--- config.mk ---
export PLATFORM = sky130hd
export DESIGN_NAME = bru_top
export DESIGN_NICKNAME = d
export VERILOG_FILES = /design/src/core/bru_pkg.sv /design/src/core/bru_shifter.sv /design/src/core/bru_top.sv
export SDC_FILE = /design/constraint.sdc
export NUM_CORES = 1
export LEC_CHECK = 0
export ABC_AREA = 1
export BUFFER_PORTS_ARGS = -buffer_cell sky130_fd_sc_hd__clkbuf_2
export CORE_UTILIZATION = 49
export DETAILED_ROUTE_END_ITERATION = 7
export MAX_ROUTING_LAYER = met4
export PLACE_DENSITY = 0.83
export SLEW_MARGIN = 20
export SYNTH_ARGS = -nofsm -noshare
export SYNTH_HDL_FRONTEND = slang
export SYNTH_SLANG_ARGS = --single-unit
--- constraint.sdc ---
create_clock -name ref_clk_in -period 1.4 [get_ports ref_clk_in]
set_input_delay 0.35 -clock ref_clk_in [delete_from_list [all_inputs] [get_ports ref_clk_in]]
set_output_delay 0.35 -clock ref_clk_in [all_outputs]
set_load 0.01 [all_outputs]
--- src/core/bru_pkg.sv ---
package bru_pkg;

	// ==========================================
	// Widths and operation codes
	localparam int BRU_DW = 8;
	localparam int BRU_MSB = 7;
	localparam int BRU_LSB = 0;
	localparam logic [7:0] BRU_ACC_RST = 8'h00;
	localparam logic BRU_FLAG_RST = 1'b0;

	// One-hot operation select
	typedef enum logic [6:0] {
		BRU_OP_NONE = 7'h01,
		BRU_OP_LEFT_WORK = 7'h02,
		BRU_OP_LEFT_FLAG_MEM = 7'h04,
		BRU_OP_LEFT_FLAG_WORK = 7'h08,
		BRU_OP_RIGHT_MEM = 7'h10,
		BRU_OP_RIGHT_WORK = 7'h20,
		BRU_OP_RIGHT_FLAG_MEM = 7'h40
	} bru_op_t;

	// Request from the decoder
	typedef struct packed {
		logic valid;
		bru_op_t op;
		logic [7:0] addr;
		logic [7:0] data;
	} bru_req_t;

	// Write-back to data memory
	typedef struct packed {
		logic wr;
		logic [7:0] addr;
		logic [7:0] data;
	} bru_mem_wr_t;

endpackage

--- src/core/bru_shifter.sv ---
`timescale 1ns/1ps
`default_nettype none

// ==========================================
// Combinational one-bit rotator
module bru_shifter
	import bru_pkg::*;
(
	input wire logic [7:0] data_in,
	input wire logic flag_in,
	input wire logic right_in,
	input wire logic via_flag_in,
	output logic [7:0] res_out,
	output logic flag_out
);

	wire logic fill_left;
	wire logic fill_right;
	wire logic [7:0] rot_bits;

	// Fill bit is old flag or the wrapped bit
	assign fill_left = via_flag_in ? flag_in : data_in[BRU_MSB]; // RL1 RL2
	assign fill_right = via_flag_in ? flag_in : data_in[BRU_LSB]; // RL4 RL6

	// Interior bits take a neighbour by direction
	for (genvar i = BRU_LSB + 1; i < BRU_MSB; i++) begin : g_bit
		assign rot_bits[i] = right_in ? data_in[i + 1] : data_in[i - 1];
	end

	// End bits take the fill on their entry side
	assign rot_bits[BRU_MSB] = right_in ? fill_right : data_in[BRU_MSB - 1];
	assign rot_bits[BRU_LSB] = right_in ? data_in[BRU_LSB + 1] : fill_left;

	// Rotated byte and the bit shifted out
	assign res_out = rot_bits;
	assign flag_out = right_in ? data_in[BRU_LSB] : data_in[BRU_MSB]; // RL3

endmodule

`default_nettype wire

--- src/core/bru_top.sv ---
`timescale 1ns/1ps
`default_nettype none

// Overview of operation
// (RL1) Left rotate into working register, no flags
// (RL2) Left through flag, write memory back
// (RL3) Left through flag into working register
// (RL4) Right rotate, write memory back
// (RL5) Right rotate into working register
// (RL6) Right through flag, write memory back
// (RL7) Byte operand, one cycle, other flags untouched
module bru_top
	import bru_pkg::*;
(
	input wire logic ref_clk_in,
	input wire logic rst_b_in,
	input wire bru_req_t req_in,
	output bru_mem_wr_t mem_wr_out,
	output logic [7:0] working_register_out,
	output logic carry_out
);

	// ==========================================
	// Decode
	// Decode results and rotator outputs
	wire logic is_left_work;
	wire logic is_lf_mem;
	wire logic is_lf_work;
	wire logic is_r_mem;
	wire logic is_r_work;
	wire logic is_rf_mem;
	wire logic go_right;
	wire logic go_flag;
	wire logic to_mem;
	wire logic to_work;
	wire logic [7:0] rot_res;
	wire logic rot_flag;

	// Per-op strobes, qualified by valid
	assign is_left_work = req_in.valid && req_in.op == BRU_OP_LEFT_WORK;
	assign is_lf_mem = req_in.valid && req_in.op == BRU_OP_LEFT_FLAG_MEM;
	assign is_lf_work = req_in.valid && req_in.op == BRU_OP_LEFT_FLAG_WORK;
	assign is_r_mem = req_in.valid && req_in.op == BRU_OP_RIGHT_MEM;
	assign is_r_work = req_in.valid && req_in.op == BRU_OP_RIGHT_WORK;
	assign is_rf_mem = req_in.valid && req_in.op == BRU_OP_RIGHT_FLAG_MEM;

	// Shared rotator controls
	assign go_right = is_r_mem || is_r_work || is_rf_mem;
	assign go_flag = is_lf_mem || is_lf_work || is_rf_mem; // RL2 RL3 RL6
	assign to_mem = is_lf_mem || is_r_mem || is_rf_mem; // RL2 RL4 RL6
	assign to_work = is_left_work || is_lf_work || is_r_work; // RL1 RL3 RL5

	// One rotator shared by all six ops
	bru_shifter u_shift (
		.data_in(req_in.data),
		.flag_in(carry_out),
		.right_in(go_right),
		.via_flag_in(go_flag),
		.res_out(rot_res),
		.flag_out(rot_flag)
	);

	// ==========================================
	// State
	// Next values and registered state
	logic [7:0] nxt_acc;
	logic nxt_carry;
	bru_mem_wr_t nxt_mem;
	logic [7:0] acc_ff;
	logic carry_ff;
	bru_mem_wr_t mem_ff;

	// Next values, single cycle completion
	assign nxt_acc = to_work ? rot_res : acc_ff; // RL1 RL3 RL5
	assign nxt_carry = go_flag ? rot_flag : carry_ff; // RL2 RL3 RL6
	assign nxt_mem = '{wr: to_mem, addr: req_in.addr, data: rot_res}; // RL7

	// Registers
	always_ff @(posedge ref_clk_in or negedge rst_b_in) begin
		if (!rst_b_in) begin
			acc_ff <= BRU_ACC_RST;
			carry_ff <= BRU_FLAG_RST;
			mem_ff <= '0;
		end else begin
			acc_ff <= nxt_acc;
			carry_ff <= nxt_carry;
			mem_ff <= nxt_mem;
		end
	end

	// Outputs straight from the registers
	assign working_register_out = acc_ff;
	assign carry_out = carry_ff;
	assign mem_wr_out = mem_ff;
endmodule

`default_nettype wire

# Yosys cells after proc, flatten, opt, wreduce, memory -nomap -nowiden
# Cells that the tools add are included.
# Widths: inputs -> output; s select.
[word_totals]
regBits = 26
in_bits = 26
out_inout_bits = 26
wordCells = 36
[op_classes]
n_eq_ne = 6
mux = 11
reduce_logical = 14
[ops]
columns = ["op", "n"]
rows = [
  ["$mux 1", 11],
  ["$logic_or 1x1->1", 8],
  ["$eq 7x2->1 const B", 1],
  ["$eq 7x3->1 const B", 1],
  ["$eq 7x4->1 const B", 1],
  ["$eq 7x5->1 const B", 1],
  ["$eq 7x6->1 const B", 1],
  ["$eq 7x7->1 const B", 1],
  ["$logic_and 1x1->1", 6],
]

# Longest topological paths before layout
# Gate-level depths: netlist (run 1).
[depth]
depth_word = 6
depth_mapped = 10
mapped_depth_nobuf = 10

# Cells and area by module
# A second synthesis (run 1) with hierarchy kept.
[unflattened]
cells_unflattened = 117
area_unflattened_um2 = 1101.1
[by_module_without_submodules]
columns = ["module", "n_inst", "cells_each", "area_each_um2", "seq_area_each_um2"]
rows = [
  ["bru_top", 1, 88, 969.7, 650.6],
  ["bru_shifter", 1, 29, 131.4, 0.0],
]

# Worst setup path after synthesis (run 1)
# No wires, ideal clock.
[synth_path]
kind = "input-to-reg"
from = "input port req_in[22] (netlist name)"
to = "register acc_ff[5], in the netlist working_register_out[5]"
setup_ns = 0.082
arrival_time_ns = 1.093
t_required_ns = 1.318
setup_slack_ns = 0.225
stages = 8
path_buffers = 1
path_cell_list = "inv_1 -> nand2_2 -> nor2_2 -> nand2_2 -> nand3_2 -> buf_6 -> nor2_1 -> a31oi_1"
[synth_between]
elab_chain_cells = 5
word_cells_on_any_way = 15
classes_between = "eq/ne (5); mux (1); reduce/logical (9)"
[synth_rtl]
columns = ["element", "line", "source"]
rows = [
  ["start, declared", "bru_top.sv:17", "input wire bru_req_t req_in,"],
  ["$eq 7x5->1 or $eq 7x6->1 (tied branches)", "bru_top.sv:43, bru_top.sv:44", ""],
  ["$logic_and 1x1->1 (on tied branches)", "bru_top.sv:43, bru_top.sv:44", ""],
  ["$logic_or 1x1->1 (2 in a row)", "bru_top.sv:48", "assign go_right = is_r_mem || is_r_work || is_rf_mem;"],
  ["$mux 1", "bru_shifter.sv:27", "assign rot_bits[i] = right_in ? data_in[i + 1] : data_in[i - 1];"],
  ["end signal, assigned", "bru_top.sv:85", "acc_ff <= nxt_acc;"],
  ["end, declared", "bru_top.sv:69", "logic [7:0] acc_ff;"],
]
# Several ways; a longest one is shown, not always the timed one.
# A chain may end at the register's enable or synchronous reset.

# Worst setup path in the final report (run 1)
[layout_path]
from = "register carry_ff, in the netlist carry_out"
to = "output port carry_out"
[layout_rtl]
columns = ["element", "line", "source"]
rows = [
  ["start, declared", "bru_top.sv:70", "logic carry_ff;"],
  ["start signal, assigned", "bru_top.sv:86", "carry_ff <= nxt_carry;"],
  ["end, declared", "bru_top.sv:20", "output logic carry_out"],
]
# No word-level cell between the ends.

==> flow_summary_export.csv, run 1 <==
group,metric,value,unit
critical_path,required,1050,ps
critical_path,cp-startpoint,"carry_out",
timing,final.hold.worst_slack,29.1,ps
cells_and_area,most-common-layout-cells,"51 x sky130_fd_sc_hd__clkbuf_2, 44 x sky130_fd_sc_hd__nand2_1, 26 x sky130_fd_sc_hd__dfrtp_1",
synth,synth.net_count,148,
floorplan,dieArea,2530,um2
clocking,cts_tree,"yes",
critical_path,critPathMaxFanout,4,
floorplan,start_util,0.517,
critical_path,cp.buffers_inverters,1,
global_routing,globalRoute.totalOverflow,0,
cells_and_area,final_util,0.657,
placed_design,dpl.cell_count,201,
cells_and_area,drive_above_1_share,0.449,
min_path,hold_path.class,"primary input to asynchronous set/reset pin",
power_and_ir_drop,power.density,1020,nW/um2
critical_path,worstPathCellList,"clkbuf_2",
placed_design,gp_routability_congestion,0.823,
clocking,clockBufferDepth,2,
timing,post-route-min-period,1240,ps
critical_path,worst_r2r_path_cells,4,
floorplan,die_w,50.3,um
clocking,hold_buffers,0,
timing,worst_pin_slew,611,ps
route,detailedRoute.firstPassIterationCount,4,
route,postRouteAntennaNets,0,
placed_design,pre_cts_slack,-17.4,ps
critical_path,setup.reg_to_reg.worst_slack,570,ps
cells_and_area,areaGrowthSynthToFinish,27.0,%
cells_and_area,layout.cells.non_filler,204,
timing,worst_clock_skew,0.723,ps
power_and_ir_drop,worst_ir_drop_vdd,0.000548,V
power_and_ir_drop,power.static_leakage,0.000859,uW
floorplan,core.rowCount,17,
synth,synthXorXnorAreaFrac,0,
global_routing,first_global_vias,992,
clocking,tritoncts.num_buffers,3,
route,detail_route.vias_per_cell,4.90,
critical_path,setup.worst_path.end_class,"primary output",
synth,yosysWarnings,0,
timing,final-max-slew-violation-count,0,
timing,post-route-period-util,0.886,
clocking,clock-sinks,26,
timing,setup_violations,0,
global_routing,grt.total_usage,0.214,
clocking,clkSlewWorstSetupHoldPaths,120,ps
critical_path,cp_slowest_cell,"sky130_fd_sc_hd__dfrtp_1",
global_routing,grt_max_degree,27,
synth,syn_area,1140,um2
cells_and_area,layout.cells.most_common,"sky130_fd_sc_hd__clkbuf_2",
clocking,cts-root-buf,"sky130_fd_sc_hd__clkbuf_4",
synth,synth.avg_cell_area,9.37,um2
synth,synth_top_family_by_area,"simple AND/OR/NAND/NOR gates",
global_routing,grt_pass1_wl,3970,um
route,post-route-drc-count,0,
clocking,postCtsSetupRepairBufs,0,
synth,synth.mux.area_fraction,0,
synth,synth-compound-area-share,0.0547,
synth,synthCells,122,
timing,hold_viol_final,0,
synth,adder_cell_fraction_of_synth_area,0,
route,first_iter_violations,22,
clocking,ctsHtreeMaxLevel,1,
clocking,clock_latency,300,ps
synth,synth-seq-area-share,0.569,
critical_path,critPathTopFamily,"flip-flops",
placed_design,place_hpwl,1930,um
critical_path,timing_worst_setup_path_type,"register to primary output",
critical_path,delay_of_the_slowest_critical_path_stage,430,ps
synth,synth_seq_cells,26,
critical_path,regToRegStartpoint,"carry_out",
route,detailroute.via_count,999,
placed_design,io_buffer_count,51,
synth,synth-simple-area-share,0.324,
synth,synth.distinct_cells,17,
timing,rsz0062_at_grt,"false",
power_and_ir_drop,totalPowerFinal,1480,uW
cells_and_area,antennaDiodeCount,0,
critical_path,worstSetupPathDepth,1,
cells_and_area,nets,204,
route,post_drt_wl_per_cell,11.4,um
global_routing,antenna_violations_before_repair,0,
critical_path,worst_setup_path_start_kind,"register",
timing,maxClockFrequency,0.807,GHz
outcome,outcome,"finished clean",
timing,timing.final.ws_setup,160,ps
route,total_wire_length,2320,um
floorplan,num_io_pins,52,
floorplan,floorplan.die.height,50.3,um
timing,max-slew-margin-rel,0.593,
critical_path,arrival,890,ps
critical_path,ff_to_ff_end,"working_register_out[0]",
flow_run,max-cap-violations,0,
clocking,cts_resized,0,
floorplan,fp.coreArea,2210,um2
critical_path,critPathCapture,"carry_out",
==> synth_stat cells, drive strengths merged <==
cell type	instances	share of area
nor3	1	0.0044
inv	13	0.043
nor2	13	0.061
o21ai	5	0.038
nand3	8	0.061
a31oi	3	0.016
buf	1	0.0098
dfrtp	26	0.57
nand2	52	0.20
==> cells by family (layout without fill, tap and decap cells) <==
family,after synthesis,in the layout
compound gates,8,8
flops,26,26
buf+inv,14,68
simple gates,74,74
==> registers in the layout (all words and copies together) (netlist names) <==
signal / flops
working_register_out: 8
carry_out: 1
mem_wr_out: 17
==> stage by stage <==
| stage | cell area, um2 | setup TNS, ps |
|---|---|---|
| 3_5_place_dp | 1430 | -30.0 |
| 4_1_cts | 1450 | 0 |
| 2_1_floorplan | 1140 | 0 |
| 5_1_grt | 1450 | 0 |
| 6_report | 1450 | 0 |
| 3_3_place_gp | 1430 | 0 |
==> power by group <==
part,internal [uW],switching (uW)
sequential,834,46.1
clock,100,191
combinational,130,176
total,1060,413
==> how the worst min path moves through the flow <==
stage / end / slack [ps] / depth (start not counted)
after floorplan: carry_out / 50 / 0
after global placement: mem_wr_out[11] / 380 / 1
after detailed placement: mem_wr_out[10] / 390 / 1
after CTS: mem_wr_out[10] / 40 / 1
after global routing: mem_wr_out[10] / 60 / 1
final: mem_wr_out[10] / 30 / 1
==> metal layers <==
metal,vias to the layer above,share of wire,GRT usage
met3,4,0.080,0.0364
li1,487,-,-
met4,0,0.015,0.111
met2,50,0.50,0.356
met5,-,0,-
met1,458,0.40,0.248
==> final cells by class <==
class | count | area [um2]
clock buffers | 3 | 22.5
flip-flops and latches | 26 | 651
well taps | 28 | 35.0
repair buffers | 52 | 263
inverters | 13 | 48.8
multi-input cells | 82 | 433
fillers | 196 | 759
No activity file was read; power rests on OpenSTA's default activity.
==> run 2, diff against run 1 <==
--- a/config.mk
+++ b/config.mk
@@ -11,6 +11,7 @@
 export DETAILED_ROUTE_END_ITERATION = 7
 export MAX_ROUTING_LAYER = met4
 export PLACE_DENSITY = 0.83
+export REMOVE_ABC_BUFFERS = 1
 export SLEW_MARGIN = 20
 export SYNTH_ARGS = -nofsm -noshare
 export SYNTH_HDL_FRONTEND = slang
==> run 2 against run 1 <==
Effect of this change: utilization is the same; global-route usage shrank 2.6 points; worst setup slack lost 3.0 ps; critical endpoint unchanged; highest routed layer unchanged.
==> flow_summary_export.csv, run 2 (synthesis gave the netlist of run 1 again) <==
group,metric,value,unit
global_routing,first_global_vias,860,
route,postRouteAntennaNets,0,
critical_path,setup.worst_path.end_class,"primary output",
critical_path,arrival,890,ps
timing,final.hold.worst_slack,28.3,ps
cells_and_area,largest_register_ffs,17,
timing,post-route-period-util,0.888,
timing,timing.final.ws_setup,157,ps
floorplan,dieArea,2530,um2
cells_and_area,nets,204,
critical_path,cp_slowest_cell,"sky130_fd_sc_hd__dfrtp_1",
placed_design,gp_routability_congestion,0.816,
critical_path,worst_r2r_path_cells,4,
power_and_ir_drop,worst_ir_drop_vdd,0.000523,V
global_routing,grt_pass1_wl,3530,um
clocking,cts_resized,0,
placed_design,io_buffer_count,51,
outcome,outcome,"finished clean",
timing,worst_pin_slew,600,ps
global_routing,grt_max_degree,27,
global_routing,globalRouteMet2Util,0.293,
clocking,clockBufferDepth,2,
clocking,hold_buffers,0,
timing,post-route-min-period,1240,ps
timing,maxClockFrequency,0.805,GHz
clocking,tritoncts.num_buffers,3,
route,detail_route.vias_per_cell,4.75,
timing,worst_clock_skew,0.147,ps
critical_path,delay_of_the_slowest_critical_path_stage,430,ps
global_routing,globalRoute.totalOverflow,0,
clocking,postCtsSetupRepairBufs,0,
critical_path,worstSetupPathDepth,1,
floorplan,fp.coreArea,2210,um2
power_and_ir_drop,power.static_leakage,0.000859,uW
global_routing,grt.met1_usage,0.251,
critical_path,worst_setup_path_start_kind,"register",
floorplan,core.rowCount,17,
critical_path,critPathMaxFanout,4,
clocking,cts-root-buf,"sky130_fd_sc_hd__clkbuf_4",
clocking,ctsHtreeMaxLevel,1,
clocking,clock_latency,300,ps
floorplan,start_util,0.517,
power_and_ir_drop,power.density,1010,nW/um2
floorplan,die_w,50.3,um
timing,rsz0062_at_grt,"false",
cells_and_area,layout.cells.most_common,"sky130_fd_sc_hd__clkbuf_2",
timing,final-max-slew-violation-count,0,
clocking,cts_tree,"yes",
timing,hold_viol_final,0,
floorplan,floorplan.die.height,50.3,um
global_routing,grt.total_usage,0.188,
critical_path,cp.buffers_inverters,1,
cells_and_area,antennaDiodeCount,0,
placed_design,place_hpwl,1810,um
cells_and_area,most-common-layout-cells,"51 x sky130_fd_sc_hd__clkbuf_2, 44 x sky130_fd_sc_hd__nand2_1, 26 x sky130_fd_sc_hd__dfrtp_1",
route,total_wire_length,2150,um
global_routing,gr-usage-met3,0.0333,
timing,max-slew-margin-rel,0.600,
critical_path,worstPathCellList,"clkbuf_2",
critical_path,required,1050,ps
route,detailedRoute.firstPassIterationCount,4,
timing,setup_violations,0,
clocking,clkSlewWorstSetupHoldPaths,120,ps
cells_and_area,areaGrowthSynthToFinish,27.0,%
route,detailroute.via_count,970,
clocking,clock-sinks,26,
critical_path,timing_worst_setup_path_type,"register to primary output",
global_routing,grt_most_used_layer,"met2",
critical_path,critPathTopFamily,"flip-flops",
floorplan,num_io_pins,52,
flow_run,max-cap-violations,0,
route,post-route-drc-count,0,
min_path,hold_path.class,"primary input to asynchronous set/reset pin",
route,post_drt_wl_per_cell,10.6,um
cells_and_area,drive_above_1_share,0.449,
route,first_iter_violations,15,
timing,final.setup.tns,0,ps
global_routing,antenna_violations_before_repair,0,
placed_design,pre_cts_slack,6.73,ps
[run 2: worst register-to-register path, cell delays in order, from the launching register on]
cell and delay [ps]:
sky130_fd_sc_hd__dfrtp_1 440, sky130_fd_sc_hd__nand3_1 110, sky130_fd_sc_hd__nand3_2 80, sky130_fd_sc_hd__nand2_1 60, sky130_fd_sc_hd__nand2_1 40
[run 2: path summary, 6_finish.rpt]
path	from	to	slack, ps
hold reg to reg	working_register_out[7]	working_register_out[7]	490
min in group ref_clk_in	req_in[11]	mem_wr_out[11]	150
max in group asynchronous	rst_b_in	mem_wr_out[5]	980
setup / recovery	carry_out	carry_out	160
setup reg to reg	carry_out	working_register_out[0]	580
hold / removal	rst_b_in	working_register_out[4]	30
[run 2: layer usage]
metal	vias up	wire length [um]
met3	2	155
met2	38	1010
met4	0	18
met1	445	968
li1	485	-
met5	-	0
[run 2: cell type report]
| cell class | instances | area [um2] |
|---|---|---|
| fillers | 173 | 759 |
| flip-flops and latches | 26 | 651 |
| multi-input cells | 82 | 433 |
| repair buffers | 52 | 263 |
| inverters | 13 | 48.8 |
| well taps | 28 | 35.0 |
| clock buffers | 3 | 22.5 |
[run 2: stage by stage]
stage,cells,instance area [um2],total power [uW],util
finish,204,1450,1470,0.657
global route,204,1450,1560,0.657
detailed placement,201,1430,1200,0.646
CTS,204,1450,1490,0.657
floorplan,121,1130,1040,-
global placement,201,1430,1190,0.646
[run 2: report_power, final]
| group | total [uW] | internal (uW) | switching (uW) |
|---|---|---|---|
| Sequential | 879 | 834 | 44.9 |
| Clock | 286 | 100 | 186 |
| Combinational | 303 | 130 | 174 |
==> run 3, diff against run 2 <==
--- a/config.mk
+++ b/config.mk
@@ -7,10 +7,10 @@
 export LEC_CHECK = 0
 export ABC_AREA = 1
 export BUFFER_PORTS_ARGS = -buffer_cell sky130_fd_sc_hd__clkbuf_2
-export CORE_UTILIZATION = 49
+export CORE_UTILIZATION = 45
 export DETAILED_ROUTE_END_ITERATION = 7
 export MAX_ROUTING_LAYER = met4
-export PLACE_DENSITY = 0.83
+export PLACE_DENSITY = 0.77
 export REMOVE_ABC_BUFFERS = 1
 export SLEW_MARGIN = 20
 export SYNTH_ARGS = -nofsm -noshare
==> constraint.sdc (replaced) <==
create_clock -name ref_clk_in -period 1.2 [get_ports ref_clk_in]
set_input_delay 0.3 -clock ref_clk_in [delete_from_list [all_inputs] [get_ports ref_clk_in]]
set_output_delay 0.3 -clock ref_clk_in [all_outputs]
set_load 0.01 [all_outputs]
==> run 3 against run 2 <==
Effect of this change: clock skew barely moved; largest power group unchanged; clock power is 21% higher; sequential power rose by 16%; cell count rose by 2.9%; worst setup slack worse by 110 ps.
==> flow_summary_export.csv, run 3 (synthesis gave the netlist of run 1 again) <==
group,metric,value,unit
floorplan,die_w,52.4,um
floorplan,num_io_pins,52,
route,detailroute.via_count,1007,
route,first_iter_violations,20,
placed_design,postPlaceCellArea,1440,um2
clocking,clock-sinks,26,
timing,setup_violations,0,
route,detail_route.vias_per_cell,4.80,
global_routing,antenna_violations_before_repair,0,
min_path,hold_path.class,"primary input to register",
power_and_ir_drop,power.density,1190,nW/um2
global_routing,grt.total_usage,0.206,
floorplan,start_util,0.498,
route,post-route-drc-count,0,
critical_path,worstPathCellList,"clkbuf_2",
cells_and_area,nets,210,
clocking,ctsHtreeMaxLevel,1,
clocking,clock_latency,310,ps
global_routing,grt_max_degree,27,
timing,maxClockFrequency,0.867,GHz
clocking,clockBufferDepth,2,
global_routing,grt_pass1_wl,3960,um
critical_path,cp.buffers_inverters,1,
flow_run,max-cap-violations,0,
cells_and_area,drive_above_1_share,0.462,
critical_path,delay_of_the_slowest_critical_path_stage,410,ps
clocking,cts-root-buf,"sky130_fd_sc_hd__clkbuf_4",
critical_path,timing_worst_setup_path_type,"register to primary output",
timing,post-route-min-period,1150,ps
power_and_ir_drop,power.static_leakage,0.000888,uW
cells_and_area,most-common-layout-cells,"51 x sky130_fd_sc_hd__clkbuf_2, 44 x sky130_fd_sc_hd__nand2_1, 26 x sky130_fd_sc_hd__dfrtp_1",
placed_design,place_hpwl,2010,um
clocking,cts_tree,"yes",
cells_and_area,largest_register_ffs,17,
global_routing,first_global_vias,954,
outcome,outcome,"finished clean",
route,postRouteAntennaNets,0,
placed_design,pre_cts_slack,-172,ps
timing,final.hold.worst_slack,89.3,ps
timing,final.setup.tns,0,ps
critical_path,cp_slowest_cell,"sky130_fd_sc_hd__dfrtp_1",
critical_path,required,900,ps
floorplan,fp.coreArea,2300,um2
clocking,clkSlewWorstSetupHoldPaths,120,ps
timing,worst_clock_skew,0.249,ps
cells_and_area,final_util,0.653,
cells_and_area,stdcell_area,1500,um2
critical_path,arrival,850,ps
floorplan,floorplan.die.height,52.4,um
route,detailedRoute.firstPassIterationCount,4,
timing,timing.final.ws_setup,46.7,ps
route,total_wire_length,2460,um
power_and_ir_drop,worst_ir_drop_vdd,0.000641,V
timing,worst_pin_slew,611,ps
cells_and_area,layout.cells.most_common,"sky130_fd_sc_hd__clkbuf_2",
critical_path,setup.reg_to_reg.worst_slack,260,ps
cells_and_area,areaGrowthSynthToFinish,31.2,%
floorplan,dieArea,2750,um2
placed_design,gp_routability_congestion,0.848,
critical_path,setup.worst_path.end_class,"primary output",
route,post_drt_wl_per_cell,11.7,um
placed_design,io_buffer_count,51,
timing,max-slew-margin-rel,0.593,
clocking,tritoncts.num_buffers,3,
global_routing,globalRoute.totalOverflow,0,
critical_path,critPathMaxFanout,2,
floorplan,core.rowCount,17,
cells_and_area,nFillCells,197,
critical_path,worst_setup_path_start_kind,"register",
critical_path,critPathTopFamily,"flip-flops",
timing,rsz0062_at_grt,"false",
timing,hold_viol_final,0,
timing,post-route-period-util,0.961,
cells_and_area,antennaDiodeCount,0,
timing,final-max-slew-violation-count,0,
==> run 3: changes by cell type in the layout (fill, tap and decap cells not counted), sizes merged <==
cell	previous run	this run
dlygate4sd3	0	1
buf	1	6
==> run 3: where the power goes <==
| group | total [uW] | internal [uW] | leakage [uW] | switching, uW |
|---|---|---|---|---|
| Sequential | 1020 | 973 | 0.000316 | 48.7 |
| Clock | 345 | 117 | 0.0000138 | 228 |
| Combinational | 415 | 192 | 0.000558 | 223 |
==> run 3: final cells by class <==
type,count,area [um2],area share
inverter,13,48.8,0.0325
clock buffer,3,22.5,0.0150
sequential,26,651,0.434
multi-input combinational,82,433,0.289
tap,28,35.0,0.0234
timing repair buffer,58,310,0.207
==> run 3: worst register-to-register path, delay by kind of cell (launching register included) <==
kind	cells	cell delay, ps
simple gates	4	290
flops	1	410
buf+inv	1	150
==> run 3: per-stage QoR <==
stage / power, uW / instances
floorplan: 1210 / 121
global placement: 1390 / 202
detailed placement: 1410 / 202
CTS: 1770 / 207
global route: 1900 / 210
finish: 1780 / 210
==> run 3: metal layers <==
metal,GRT usage,wire length [um],part of all wire,vias up
met5,-,0,0,-
met4,0.0789,29,0.012,0
met3,0.0435,160,0.065,4
met2,0.376,1270,0.52,41
met1,0.215,990,0.40,465
li1,-,-,-,497
==> run 3: final timing paths <==
path / from / to / depth (start not counted)
min in group asynchronous: rst_b_in / mem_wr_out[10] / 2
max in group asynchronous: rst_b_in / mem_wr_out[13] / 2
max: working_register_out[3] / working_register_out[3] / 1
min reg2reg: working_register_out[0] / working_register_out[0] / 2
max reg2reg: carry_out / working_register_out[0] / 5
min: req_in[13] / mem_wr_out[13] / 1
==> run 3: repair_timing <==
item,4_1_cts,5_1_grt
resized for setup,0,0
pin swaps,0,0
setup endpoints to repair,1,3
buffers inserted,1,3
hold buffers,1,0
hold endpoints to repair,26,0
